--- src/logic/apl_pkg.sv ---
/*
 * apl_pkg: register map, field positions, reset values and mode codes
 * for the converter power and serial-output configuration bank.
 * Assumes a byte-wide register port and one 100 MHz clock domain.
 */
package apl_pkg;
	// register offsets
	localparam logic [7:0] ADDR_POWER_DOWN_MODES = 8'h08;
	localparam logic [7:0] ADDR_OUTPUT_MODE = 8'h14;
	localparam logic [7:0] ADDR_SYNC_SYSREF_CONTROL = 8'h3A;
	localparam logic [7:0] ADDR_LINK_HD_CF_PARAMS = 8'h75;
	localparam logic [7:0] ADDR_LINK_RESERVED_FIELD_ONE = 8'h76;
	localparam logic [7:0] ADDR_LINK_RESERVED_FIELD_TWO = 8'h77;
	localparam logic [7:0] ADDR_LANE_CHECKSUM = 8'h79;
	localparam logic [7:0] ADDR_SERIAL_DRIVER_CONTROL = 8'h80;
	localparam logic [7:0] ADDR_MULTIFRAME_PHASE_OFFSET = 8'h8B;
	localparam logic [7:0] ADDR_SERIAL_PREEMPHASIS = 8'hA8;
	localparam logic [7:0] ADDR_GLOBAL_DEVICE_UPDATE = 8'hFF;
	// reset values
	localparam logic [7:0] RST_POWER_DOWN_MODES = 8'h00;
	localparam logic [7:0] RST_OUTPUT_MODE = 8'h01;
	localparam logic [7:0] RST_SYNC_SYSREF_CONTROL = 8'h00;
	localparam logic [7:0] RST_LANE_CHECKSUM = 8'h00;
	localparam logic [7:0] RST_SERIAL_DRIVER_CONTROL = 8'h00;
	localparam logic [7:0] RST_MULTIFRAME_PHASE_OFFSET = 8'h00;
	localparam logic [7:0] RST_SERIAL_PREEMPHASIS = 8'h04;
	localparam logic [7:0] RST_LINK_RESERVED = 8'h00;
	// field positions
	localparam int PIN_STANDBY_BIT = 5;
	localparam int LINK_STANDBY_BIT = 4;
	localparam int LINK_PWR_LSB = 2;
	localparam int CONV_PWR_LSB = 0;
	localparam int CTRL_BITS_LSB = 5;
	localparam int OUT_DISABLE_BIT = 4;
	localparam int INVERT_BIT = 2;
	localparam int FORMAT_LSB = 0;
	localparam int DRIVER_PD_BIT = 0;
	localparam int TRANSFER_BIT = 0;
	localparam int SYNC_CTRL_MASK_HI = 5;
	// power field codes
	localparam logic [1:0] PWR_NORMAL = 2'h0;
	localparam logic [1:0] PWR_DOWN = 2'h1;
	localparam logic [1:0] PWR_STANDBY = 2'h2;
	// data format codes
	localparam logic [1:0] FMT_OFFSET_BINARY = 2'h0;
	localparam logic [1:0] FMT_TWOS_COMPLEMENT = 2'h1;
	// sample width
	localparam int SAMPLE_W = 11;

	// effective power state of one circuit group
	typedef enum logic [1:0] {
		APL_RUN,
		APL_POWERED_DOWN,
		APL_STANDBY
	} apl_power_t;

	// link digital circuitry controls
	typedef struct packed {
		logic pll_on;
		logic serializer_on;
		logic clocks_on;
		logic logic_reset;
	} apl_link_ctrl_t;

	// output formatting controls
	typedef struct packed {
		logic [2:0] ctrl_bits_sel;
		logic out_disable;
		logic invert;
		logic [1:0] format;
	} apl_format_t;
endpackage : apl_pkg

--- src/logic/apl_config_bank.sv ---
/*
 * apl_config_bank: configuration register bank for the converter power
 * modes, serial output formatting, link parameters and global transfer.
 * Assumes a byte-wide synchronous register port driven by the serial
 * control port front end, sample data synchronous to clock, and a
 * synchronous active-low reset.
 */
`timescale 1ns/1ps
`default_nettype none
module apl_config_bank #(
	parameter logic [7:0] LMFC_PERIOD = 8'h20, // counter wrap, frames
	parameter logic HD_VALUE = 1'b0, // fixed link HD value
	parameter logic [4:0] CF_VALUE = 5'h00 // fixed control words per frame
) (
	// clock and reset
	input wire logic clock,
	input wire logic rst_n,
	// register port
	input wire logic reg_wr,
	input wire logic reg_rd,
	input wire logic [7:0] reg_addr,
	input wire logic [7:0] reg_wdata,
	output logic [7:0] reg_rdata,
	output logic reg_rvalid,
	// device pins and link events
	input wire logic power_down_pin,
	input wire logic sysref,
	input wire logic [7:0] lane_checksum_in,
	input wire logic lane_checksum_valid,
	// converter sample path
	input wire logic [apl_pkg::SAMPLE_W-1:0] sample_in,
	input wire logic sample_ctrl_in,
	output logic [apl_pkg::SAMPLE_W-1:0] sample_out,
	output logic [2:0] ctrl_bits_sel,
	// power and link controls
	output apl_pkg::apl_power_t conv_power,
	output apl_pkg::apl_power_t link_power,
	output apl_pkg::apl_link_ctrl_t link_ctrl,
	output logic driver_enable,
	output logic [7:0] lmfc_phase,
	output logic [7:0] preemphasis
);
	// staged registers written by the host
	logic [7:0] power_down_modes, next_power_down_modes;
	logic [7:0] output_mode, next_output_mode;
	logic [7:0] sync_sysref_control, next_sync_sysref_control;
	logic [7:0] lane_checksum, next_lane_checksum;
	logic [7:0] serial_driver_control, next_serial_driver_control;
	logic [7:0] multiframe_phase_offset, next_multiframe_phase_offset;
	logic [7:0] serial_preemphasis, next_serial_preemphasis;
	logic [7:0] resv_one, next_resv_one;
	logic [7:0] resv_two, next_resv_two;
	// active copies, updated by transfer
	logic [7:0] act_pdm, next_act_pdm;
	logic [7:0] act_om, next_act_om;
	logic [7:0] act_drv, next_act_drv;
	logic [7:0] act_lmfc, next_act_lmfc;
	logic [7:0] act_pre, next_act_pre;
	// read answer
	logic [7:0] next_reg_rdata;
	logic next_reg_rvalid;
	// transfer strobe
	logic transfer;

	assign transfer = reg_wr
		&& (reg_addr == apl_pkg::ADDR_GLOBAL_DEVICE_UPDATE)
		&& reg_wdata[apl_pkg::TRANSFER_BIT];

	// next values of the staged registers
	always_comb begin
		next_power_down_modes = power_down_modes;
		next_output_mode = output_mode;
		next_sync_sysref_control = sync_sysref_control;
		next_lane_checksum = lane_checksum;
		next_serial_driver_control = serial_driver_control;
		next_multiframe_phase_offset = multiframe_phase_offset;
		next_serial_preemphasis = serial_preemphasis;
		next_resv_one = resv_one;
		next_resv_two = resv_two;
		// checksum from the lane alignment data
		if (lane_checksum_valid) begin
			next_lane_checksum = lane_checksum_in;
		end
		if (reg_wr) begin
			unique case (reg_addr)
				apl_pkg::ADDR_POWER_DOWN_MODES: begin
					next_power_down_modes = {2'h0, reg_wdata[5:0]};
				end
				apl_pkg::ADDR_OUTPUT_MODE: begin
					// bit 3 is open
					next_output_mode = reg_wdata & 8'hF7;
				end
				apl_pkg::ADDR_SYNC_SYSREF_CONTROL: begin
					next_sync_sysref_control = reg_wdata;
				end
				apl_pkg::ADDR_LINK_RESERVED_FIELD_ONE: begin
					next_resv_one = reg_wdata;
				end
				apl_pkg::ADDR_LINK_RESERVED_FIELD_TWO: begin
					next_resv_two = reg_wdata;
				end
				apl_pkg::ADDR_LANE_CHECKSUM: begin
					// a host write overrides a same-cycle capture
					next_lane_checksum = reg_wdata;
				end
				apl_pkg::ADDR_SERIAL_DRIVER_CONTROL: begin
					next_serial_driver_control = {7'h00, reg_wdata[0]};
				end
				apl_pkg::ADDR_MULTIFRAME_PHASE_OFFSET: begin
					next_multiframe_phase_offset = reg_wdata;
				end
				apl_pkg::ADDR_SERIAL_PREEMPHASIS: begin
					next_serial_preemphasis = reg_wdata;
				end
				default: begin
					// read-only or unmapped: write ignored
				end
			endcase
		end
	end

	// staged registers
	always_ff @(posedge clock) begin
		if (!rst_n) begin
			power_down_modes <= apl_pkg::RST_POWER_DOWN_MODES;
			output_mode <= apl_pkg::RST_OUTPUT_MODE;
			sync_sysref_control <= apl_pkg::RST_SYNC_SYSREF_CONTROL;
			lane_checksum <= apl_pkg::RST_LANE_CHECKSUM;
			serial_driver_control <= apl_pkg::RST_SERIAL_DRIVER_CONTROL;
			multiframe_phase_offset <= apl_pkg::RST_MULTIFRAME_PHASE_OFFSET;
			serial_preemphasis <= apl_pkg::RST_SERIAL_PREEMPHASIS;
			resv_one <= apl_pkg::RST_LINK_RESERVED;
			resv_two <= apl_pkg::RST_LINK_RESERVED;
		end else begin
			power_down_modes <= next_power_down_modes;
			output_mode <= next_output_mode;
			sync_sysref_control <= next_sync_sysref_control;
			lane_checksum <= next_lane_checksum;
			serial_driver_control <= next_serial_driver_control;
			multiframe_phase_offset <= next_multiframe_phase_offset;
			serial_preemphasis <= next_serial_preemphasis;
			resv_one <= next_resv_one;
			resv_two <= next_resv_two;
		end
	end

	// active copies take staged values only on transfer
	always_comb begin
		next_act_pdm = act_pdm;
		next_act_om = act_om;
		next_act_drv = act_drv;
		next_act_lmfc = act_lmfc;
		next_act_pre = act_pre;
		if (transfer) begin
			next_act_pdm = power_down_modes;
			next_act_om = output_mode;
			next_act_drv = serial_driver_control;
			next_act_lmfc = multiframe_phase_offset;
			next_act_pre = serial_preemphasis;
		end
	end

	// active configuration
	always_ff @(posedge clock) begin
		if (!rst_n) begin
			act_pdm <= apl_pkg::RST_POWER_DOWN_MODES;
			act_om <= apl_pkg::RST_OUTPUT_MODE;
			act_drv <= apl_pkg::RST_SERIAL_DRIVER_CONTROL;
			act_lmfc <= apl_pkg::RST_MULTIFRAME_PHASE_OFFSET;
			act_pre <= apl_pkg::RST_SERIAL_PREEMPHASIS;
		end else begin
			act_pdm <= next_act_pdm;
			act_om <= next_act_om;
			act_drv <= next_act_drv;
			act_lmfc <= next_act_lmfc;
			act_pre <= next_act_pre;
		end
	end

	// read multiplexer; transfer bit always reads back zero
	always_comb begin
		next_reg_rvalid = reg_rd;
		next_reg_rdata = 8'h00;
		if (reg_rd) begin
			unique case (reg_addr)
				apl_pkg::ADDR_POWER_DOWN_MODES: next_reg_rdata = power_down_modes;
				apl_pkg::ADDR_OUTPUT_MODE: next_reg_rdata = output_mode;
				apl_pkg::ADDR_SYNC_SYSREF_CONTROL: begin
					next_reg_rdata = sync_sysref_control;
				end
				apl_pkg::ADDR_LINK_HD_CF_PARAMS: begin
					next_reg_rdata = {HD_VALUE, 2'h0, CF_VALUE};
				end
				apl_pkg::ADDR_LINK_RESERVED_FIELD_ONE: next_reg_rdata = resv_one;
				apl_pkg::ADDR_LINK_RESERVED_FIELD_TWO: next_reg_rdata = resv_two;
				apl_pkg::ADDR_LANE_CHECKSUM: next_reg_rdata = lane_checksum;
				apl_pkg::ADDR_SERIAL_DRIVER_CONTROL: begin
					next_reg_rdata = serial_driver_control;
				end
				apl_pkg::ADDR_MULTIFRAME_PHASE_OFFSET: begin
					next_reg_rdata = multiframe_phase_offset;
				end
				apl_pkg::ADDR_SERIAL_PREEMPHASIS: begin
					next_reg_rdata = serial_preemphasis;
				end
				default: next_reg_rdata = 8'h00; // unmapped and update reg
			endcase
		end
	end

	// output state computed from the active configuration
	apl_pkg::apl_power_t next_conv_power, next_link_power;
	apl_pkg::apl_link_ctrl_t next_link_ctrl;
	logic [apl_pkg::SAMPLE_W-1:0] next_sample_out;
	logic [7:0] next_lmfc_phase;
	logic pin_standby, link_standby_en;
	logic [1:0] link_field, conv_field, fmt;

	always_comb begin
		pin_standby = act_pdm[apl_pkg::PIN_STANDBY_BIT];
		link_standby_en = act_pdm[apl_pkg::LINK_STANDBY_BIT];
		link_field = act_pdm[apl_pkg::LINK_PWR_LSB +: 2];
		conv_field = act_pdm[apl_pkg::CONV_PWR_LSB +: 2];
		fmt = act_om[apl_pkg::FORMAT_LSB +: 2];
		// converter core power
		unique case (conv_field)
			apl_pkg::PWR_DOWN: next_conv_power = apl_pkg::APL_POWERED_DOWN;
			apl_pkg::PWR_STANDBY: next_conv_power = apl_pkg::APL_STANDBY;
			default: next_conv_power = apl_pkg::APL_RUN;
		endcase
		// pin overrides the converter field
		if (power_down_pin) begin
			next_conv_power = pin_standby ? apl_pkg::APL_STANDBY
				: apl_pkg::APL_POWERED_DOWN;
		end
		// link digital power
		unique case (link_field)
			apl_pkg::PWR_DOWN: next_link_power = apl_pkg::APL_POWERED_DOWN;
			apl_pkg::PWR_STANDBY: next_link_power = apl_pkg::APL_STANDBY;
			default: next_link_power = apl_pkg::APL_RUN;
		endcase
		if (power_down_pin) begin
			if (!pin_standby) begin
				next_link_power = apl_pkg::APL_POWERED_DOWN;
			end else if (link_standby_en
				&& next_link_power == apl_pkg::APL_RUN) begin
				next_link_power = apl_pkg::APL_STANDBY;
			end
		end
		// link circuit controls follow link power
		next_link_ctrl.pll_on = (next_link_power != apl_pkg::APL_POWERED_DOWN);
		next_link_ctrl.serializer_on = (next_link_power == apl_pkg::APL_RUN);
		next_link_ctrl.clocks_on = (next_link_power == apl_pkg::APL_RUN);
		next_link_ctrl.logic_reset = (next_link_power != apl_pkg::APL_RUN);
		// sample formatting
		next_sample_out = sample_in;
		if (fmt == apl_pkg::FMT_TWOS_COMPLEMENT) begin
			next_sample_out[apl_pkg::SAMPLE_W-1] =
				~sample_in[apl_pkg::SAMPLE_W-1];
		end
		if (act_om[apl_pkg::INVERT_BIT]) begin
			next_sample_out = ~next_sample_out;
		end
		if (act_om[apl_pkg::OUT_DISABLE_BIT]
			|| next_conv_power != apl_pkg::APL_RUN) begin
			next_sample_out = '0;
		end
		// phase counter: load offset on sysref, otherwise wrap count
		if (sysref) begin
			next_lmfc_phase = act_lmfc;
		end else if (lmfc_phase >= LMFC_PERIOD - 8'h01) begin
			next_lmfc_phase = 8'h00;
		end else begin
			next_lmfc_phase = lmfc_phase + 8'h01;
		end
	end

	// registered outputs
	always_ff @(posedge clock) begin
		if (!rst_n) begin
			reg_rdata <= 8'h00;
			reg_rvalid <= 1'b0;
			conv_power <= apl_pkg::APL_RUN;
			link_power <= apl_pkg::APL_RUN;
			link_ctrl <= 4'h0;
			sample_out <= '0;
			ctrl_bits_sel <= 3'h0;
			driver_enable <= 1'b1;
			lmfc_phase <= apl_pkg::RST_MULTIFRAME_PHASE_OFFSET;
			preemphasis <= apl_pkg::RST_SERIAL_PREEMPHASIS;
		end else begin
			reg_rdata <= next_reg_rdata;
			reg_rvalid <= next_reg_rvalid;
			conv_power <= next_conv_power;
			link_power <= next_link_power;
			link_ctrl <= next_link_ctrl;
			sample_out <= next_sample_out;
			ctrl_bits_sel <= act_om[apl_pkg::CTRL_BITS_LSB +: 3];
			driver_enable <= ~act_drv[apl_pkg::DRIVER_PD_BIT];
			lmfc_phase <= next_lmfc_phase;
			preemphasis <= act_pre;
		end
	end
endmodule : apl_config_bank
`default_nettype wire

--- config.mk ---
export PLATFORM = sky130hd
export DESIGN_NAME = apl_config_bank
export DESIGN_NICKNAME = d
export VERILOG_FILES = /design/src/logic/apl_pkg.sv /design/src/logic/apl_config_bank.sv
export SDC_FILE = /design/constraint.sdc
export NUM_CORES = 1
export LEC_CHECK = 0
export ABC_AREA = 1
export BUFFER_PORTS_ARGS = -buffer_cell sky130_fd_sc_hd__buf_2
export CAP_MARGIN = 20
export CORE_ASPECT_RATIO = 0.6
export CORE_MARGIN = 2
export CORE_UTILIZATION = 30
export CTS_BUF_LIST = sky130_fd_sc_hd__clkbuf_4 sky130_fd_sc_hd__clkbuf_8
export DETAILED_ROUTE_END_ITERATION = 10
export PLACE_DENSITY = 0.45
export SYNTH_ARGS = -nofsm -noshare
export SYNTH_HDL_FRONTEND = slang
export SYNTH_SLANG_ARGS = --single-unit
--- constraint.sdc ---
create_clock -name clock -period 1.8 [get_ports clock]
set_input_delay 0.09 -clock clock [delete_from_list [all_inputs] [get_ports clock]]
set_output_delay 0.09 -clock clock [all_outputs]
set_load 0.03 [all_outputs]
==> impl_metrics.tcl, run 1 <==
set metrics [dict create \
    status "finished, final reports clean" \
    switching_power_mw 1.52 \
    setup_violations 0 \
    grt_max_degree 39 \
    ir_worst_vdd_uv 392 \
    max_freq_mhz 706 \
    busiest_layer "met1" \
    clkSinkCount 139 \
    cts_tree "built" \
    grt_pass1_wl_um 26100 \
    use_met3 0.0478 \
    synth.cells.most_frequent "139 x dfxtp_1, 122 x nand2_1, 84 x inv_1" \
    crit_type "input port to flip-flop" \
    hold_viol_final 0 \
    cts_buffers 17 \
    antenna_found_initial 0 \
    reg2reg_depth 5 \
    syn_inst 727 \
    clk_latency_ps 450 \
    fin_crit_sh 0.786 \
    syn-num-nets 773 \
    synth-seq-cells 139 \
    clk_path_buf_depth 2 \
    initial_core_util 0.305 \
    synth_edf_count 0 \
    num_io_pins 91 \
    clkSlewWorstSetupHoldPaths_ps 80 \
    start_kind "input port" \
    dieWidth_um 183 \
    internal_power_mw 4.72 \
    cp-end-kind "flip-flop" \
    finalSetupTns_ps 0 \
    placementRows 39 \
    finalCriticalPeriod_ps 1420 \
    total_power_mw 6.24 \
    synth_warnings 0 \
    first_global_vias 4683 \
    cp_data_arrival_time_ps 1730 \
    max_cap_violations 0 \
    dieArea_mm2 0.0205 \
    maxSlewViolCount 0 \
    ctsResizeCount 0 \
    io_buffer_count 89 \
    drt-pass1-iter-count 4 \
    grt_overflow 0 \
    core_mm2 0.0190 \
    syn2layout_area_growth_pct 21.2 \
    combPwrFrac 0.067 \
    drc 0 \
    clock_power_share 0.433 \
    clockRootBuffer "clkbuf_8" \
    final_layout_size_suffix_gt1_frac 0.237 \
    max_slew_margin 0.695 \
    syn_area_mm2 0.00579 \
    worst_pin_slew_ps 456 \
    htree_levels 4 \
    post-synth-top-count-cell "dfxtp_1" \
    ys_seq_area_frac 0.481 \
    wl_per_cell_um 15.3 \
    min_path_cells 3 \
    yosysTopAreaCellShare 0.481 \
    vias 4900 \
    grt_setup_unrepaired "no" \
    grt_usage 0.169 \
    fill_cells 1984 \
    fin_skew_ps 15.2 \
    grtUsageMet1 0.256 \
    hold_class "input port to flip-flop" \
    fin_nets 877 \
    fp.dieH_um 112 \
    power_density_mw_per_mm2 889 \
    drtIter0Drc 352 \
    seq_power_share 0.500 \
    leakagePower_nw 2.86 \
    gp_congestion 0.842 \
    use_met2 0.230 \
    switching_share 0.244 \
    dpl.hpwl_um 12200 \
    antenna_cells 0 \
    synthFlopType "dfxtp_1" \
    synth_area_per_cell_um2 7.96 \
    wl_um 16600 \
    vias_per_cell 4.50 \
    async_flop_share 0 \
    synth.area.top_cells "dfxtp_1 48%, nand2_1 7.9%, a21oi_1 6.9%" \
    synth_cell_types 37 \
    cp_max_fo 32 \
    yosysTopAreaCell "dfxtp_1" \
    detail-route-antenna-nets 0 \
    crit_required_ps 2120 \
]
[flip-flops by register name, summed over array words and instances (netlist names)]
name,cells
act_drv,1
act_lmfc,8
act_om,7
act_pdm,6
act_pre,8
conv_power,2
ctrl_bits_sel,3
driver_enable,1
lane_checksum,8
link_ctrl,3
link_power,2
lmfc_phase,8
multiframe_phase_offset,8
output_mode,7
power_down_modes,6
preemphasis,8
reg_rdata,8
reg_rvalid,1
resv_one,8
resv_two,8
sample_out,11
serial_driver_control,1
serial_preemphasis,8
sync_sysref_control,8
[area by class of cell]
cell class                 instances  area [um2]  share of cell area
timing repair buffer             119         718               0.102
inverter                          89         339              0.0483
multi-input combinational        465        2450               0.350
clock inverter                    10         141              0.0201
tap                              246         308              0.0439
clock buffer                      21         277              0.0394
sequential                       139        2780               0.396
[power groups by stage]
stage | Sequential, mW | Clock [mW] | Combinational, mW
2_1_floorplan | 3.23 | 0 | 0.194
3_3_place_gp | 3.19 | 0 | 0.391
3_5_place_dp | 3.19 | 0 | 0.387
4_1_cts | 3.12 | 2.78 | 0.421
5_1_grt | 3.12 | 2.92 | 0.460
6_report | 3.12 | 2.70 | 0.421
[repair_timing]
| action | 4_1_cts | 5_1_grt |
|---|---|---|
| setup endpoints to repair | 0 | 0 |
| setup buffers | 0 | 0 |
| hold buffers | 19 | 0 |
| endpoints found under the hold margin | 28 | 0 |
[cells in the final DEF (no fill, tap or decap), types with 22 or more instances in the layout]
cell     netlist  final
nand2_1      122    122
o21ai_0       72     72
a21oi_1       80     80
nor2_1        54     54
a21oi_2       22     22
dfxtp_1      139    139
nand3_1       36     36
buf_2          9     89
inv_1         84     83
[critical path, stage by stage]
cell and delay [ps]:
dlygate4sd3_1 520, buf_2 250, inv_2 130, nor3_2 200, nand2_2 100, buf_4 250, nand2_1 90, o211ai_1 70
[worst paths after layout]
path	end	start	slack (ps)
min	output_mode[4]	reg_wdata[4]	30
min reg2reg	driver_enable	act_drv[0]	400
max reg2reg	link_ctrl[0]	act_pdm[2]	530
max	act_om[0]	reg_wdata[0]	380
[per-stage QoR]
| stage | std cells | setup WS (ps) | util | cell area, um2 | hold WS (ps) |
|---|---|---|---|---|---|
| 2_1_floorplan | 727 | 436 | - | 5790 | 220 |
| 3_3_place_gp | 1039 | 297 | 0.338 | 6410 | 348 |
| 3_5_place_dp | 1039 | 277 | 0.338 | 6410 | 350 |
| 4_1_cts | 1089 | 403 | 0.370 | 7020 | 3.49 |
| 5_1_grt | 1089 | 274 | 0.370 | 7020 | 22.3 |
| 6_report | 1089 | 384 | 0.370 | 7020 | 25.4 |
[kinds of logic after synthesis]
group,count (synthesis),synth area share
XOR/XNOR,13,0.0197
AO/OA/AOI/OAI,192,0.183
adder cells (fa/ha/maj),3,0.00648
flip-flops,139,0.481
AND/OR/NAND/NOR,253,0.206
multiplexers,4,0.00778
buffers and inverters,123,0.0957
[layer usage]
layer	up-vias	wire length, um
met3	16	1220
met1	2242	8710
met4	0	193
met5	-	0
li1	2550	-
met2	92	6490
Note: power is estimated with default switching activity, not from simulation.
==> inputs of run 2 (changes only) <==
- PLACE_DENSITY: 0.45 -> 0.46
- clock period: 1.8 -> 1.21 ns (I/O delays scaled with it)
==> impl_metrics.tcl, run 2 (synthesis gave the netlist of run 1 again) <==
set metrics [dict create \
    core_mm2 0.0190 \
    start_kind "flip-flop" \
    clockRootBuffer "clkbuf_8" \
    antenna_found_initial 0 \
    seq_area_mm2 0.00279 \
    dp_slack_ps -169 \
    wl_um 17400 \
    grt_setup_unrepaired "yes" \
    cp_data_arrival_time_ps 1100 \
    crit_required_ps 1150 \
    clkSinkCount 139 \
    layout_common_cells "136 x dfxtp_1, 117 x nand2_1, 89 x buf_2, 82 x inv_1, 79 x a21oi_1" \
    dieArea_mm2 0.0205 \
    max_slew_margin 0.764 \
    largest_reg_flops 11 \
    stdcell_area_mm2 0.00770 \
    cp-end-kind "output port" \
    drt-pass1-iter-count 5 \
    dieWidth_um 183 \
    status "finished, final reports clean" \
    detail-route-antenna-nets 0 \
    r2r-start "lmfc_phase[1]" \
    min_from "reg_wdata[0]" \
    power_density_mw_per_mm2 1280 \
    grt_max_degree 36 \
    maxSlewViolCount 0 \
    crit_start "lmfc_phase[0]" \
    fp.dieH_um 112 \
    fin_crit_sh 0.963 \
    largest-register "sample_out" \
    first_global_vias 4973 \
    multi_input_area_mm2 0.00251 \
    leakagePower_nw 3.21 \
    grt_overflow 0 \
    clk_path_buf_depth 2 \
    setup_violations 0 \
    syn2layout_area_growth_pct 33.0 \
    io_buffer_count 89 \
    final_common_cell "dfxtp_1" \
    total_power_mw 9.85 \
    clkSlewWorstSetupHoldPaths_ps 80 \
    gp_congestion 0.862 \
    grt_pass1_wl_um 27700 \
    placementRows 39 \
    slowest_delay_ps 350 \
    vias 5144 \
    antenna_cells 0 \
    max_freq_mhz 858 \
    fin_skew_ps 9.42 \
    ir_worst_vdd_uv 717 \
    fill_cells 1959 \
    worst_slack_ps 44.8 \
    drc 0 \
    fin_nets 931 \
    htree_levels 4 \
    slowest_stage "dfxtp_4" \
    dpl.hpwl_um 13200 \
    crit_type "flip-flop to output port" \
    wl_per_cell_um 15.3 \
    worst_pin_slew_ps 351 \
    num_io_pins 91 \
    initial_core_util 0.305 \
    grt_usage 0.180 \
    final_layout_size_suffix_gt1_frac 0.292 \
    hold_class "input port to flip-flop" \
    cp_max_fo 3 \
    crit_chain "buf_4 > buf_2" \
    cts_buffers 17 \
    finalCriticalPeriod_ps 1170 \
    max_cap_violations 0 \
    clk_latency_ps 460 \
    placed_cell_area_mm2 0.00691 \
    vias_per_cell 4.50 \
    drtIter0Drc 270 \
    cts_tree "built" \
    hold_viol_final 0 \
]
run 2: final cells by class:
cell class | count | area share
multi-input combinational | 465 | 0.325
clock inverter | 11 | 0.0249
tap | 246 | 0.0400
sequential | 139 | 0.363
timing repair buffer | 173 | 0.167
clock buffer | 20 | 0.0357
inverter | 89 | 0.0440
run 2: routing by layer:
| metal | track usage | up-vias | wire length [um] |
|---|---|---|---|
| li1 | - | 2665 | - |
| met1 | 0.277 | 2354 | 9510 |
| met2 | 0.241 | 105 | 6710 |
| met3 | 0.0429 | 20 | 977 |
| met4 | 0.0608 | 0 | 240 |
| met5 | 0 | - | 0 |
run 2: final timing paths:
check                   endpoint  slack, ps  cells after the start
setup / recovery   lmfc_phase[0]         40                      2
hold / removal    output_mode[0]         30                      4
setup reg to reg   lmfc_phase[1]         50                      7
hold reg to reg    driver_enable        390                      1
run 2: metrics by stage:
stage | cells | hold slack, ps | util | setup TNS (ps)
after floorplan | 727 | 191 | - | 0
after global placement | 1085 | 319 | 0.364 | -2300
after detailed placement | 1085 | 319 | 0.364 | -2600
after CTS | 1141 | 3.77 | 0.403 | 0
after global routing | 1143 | 42.2 | 0.406 | -61.9
final | 1143 | 27.1 | 0.406 | 0
run 2: timing repair:
item	4_1_cts	5_1_grt
hold endpoints to repair	57	0
hold buffers	25	0
gates resized for setup	7	9
setup endpoints to repair	9	9
pin swaps	3	3
setup buffers	0	2
run 2: power by group:
group / switching (mW) / leakage, nW / internal (mW)
Clock: 1.87 / 0.227 / 2.60
Sequential: 0.0211 / 1.13 / 4.62
Combinational: 0.444 / 1.85 / 0.302
run 2: critical path: cells and delay by family (launching register included):
kind,cells,cell delay [ps]
flops,1,350
buf+inv,2,300
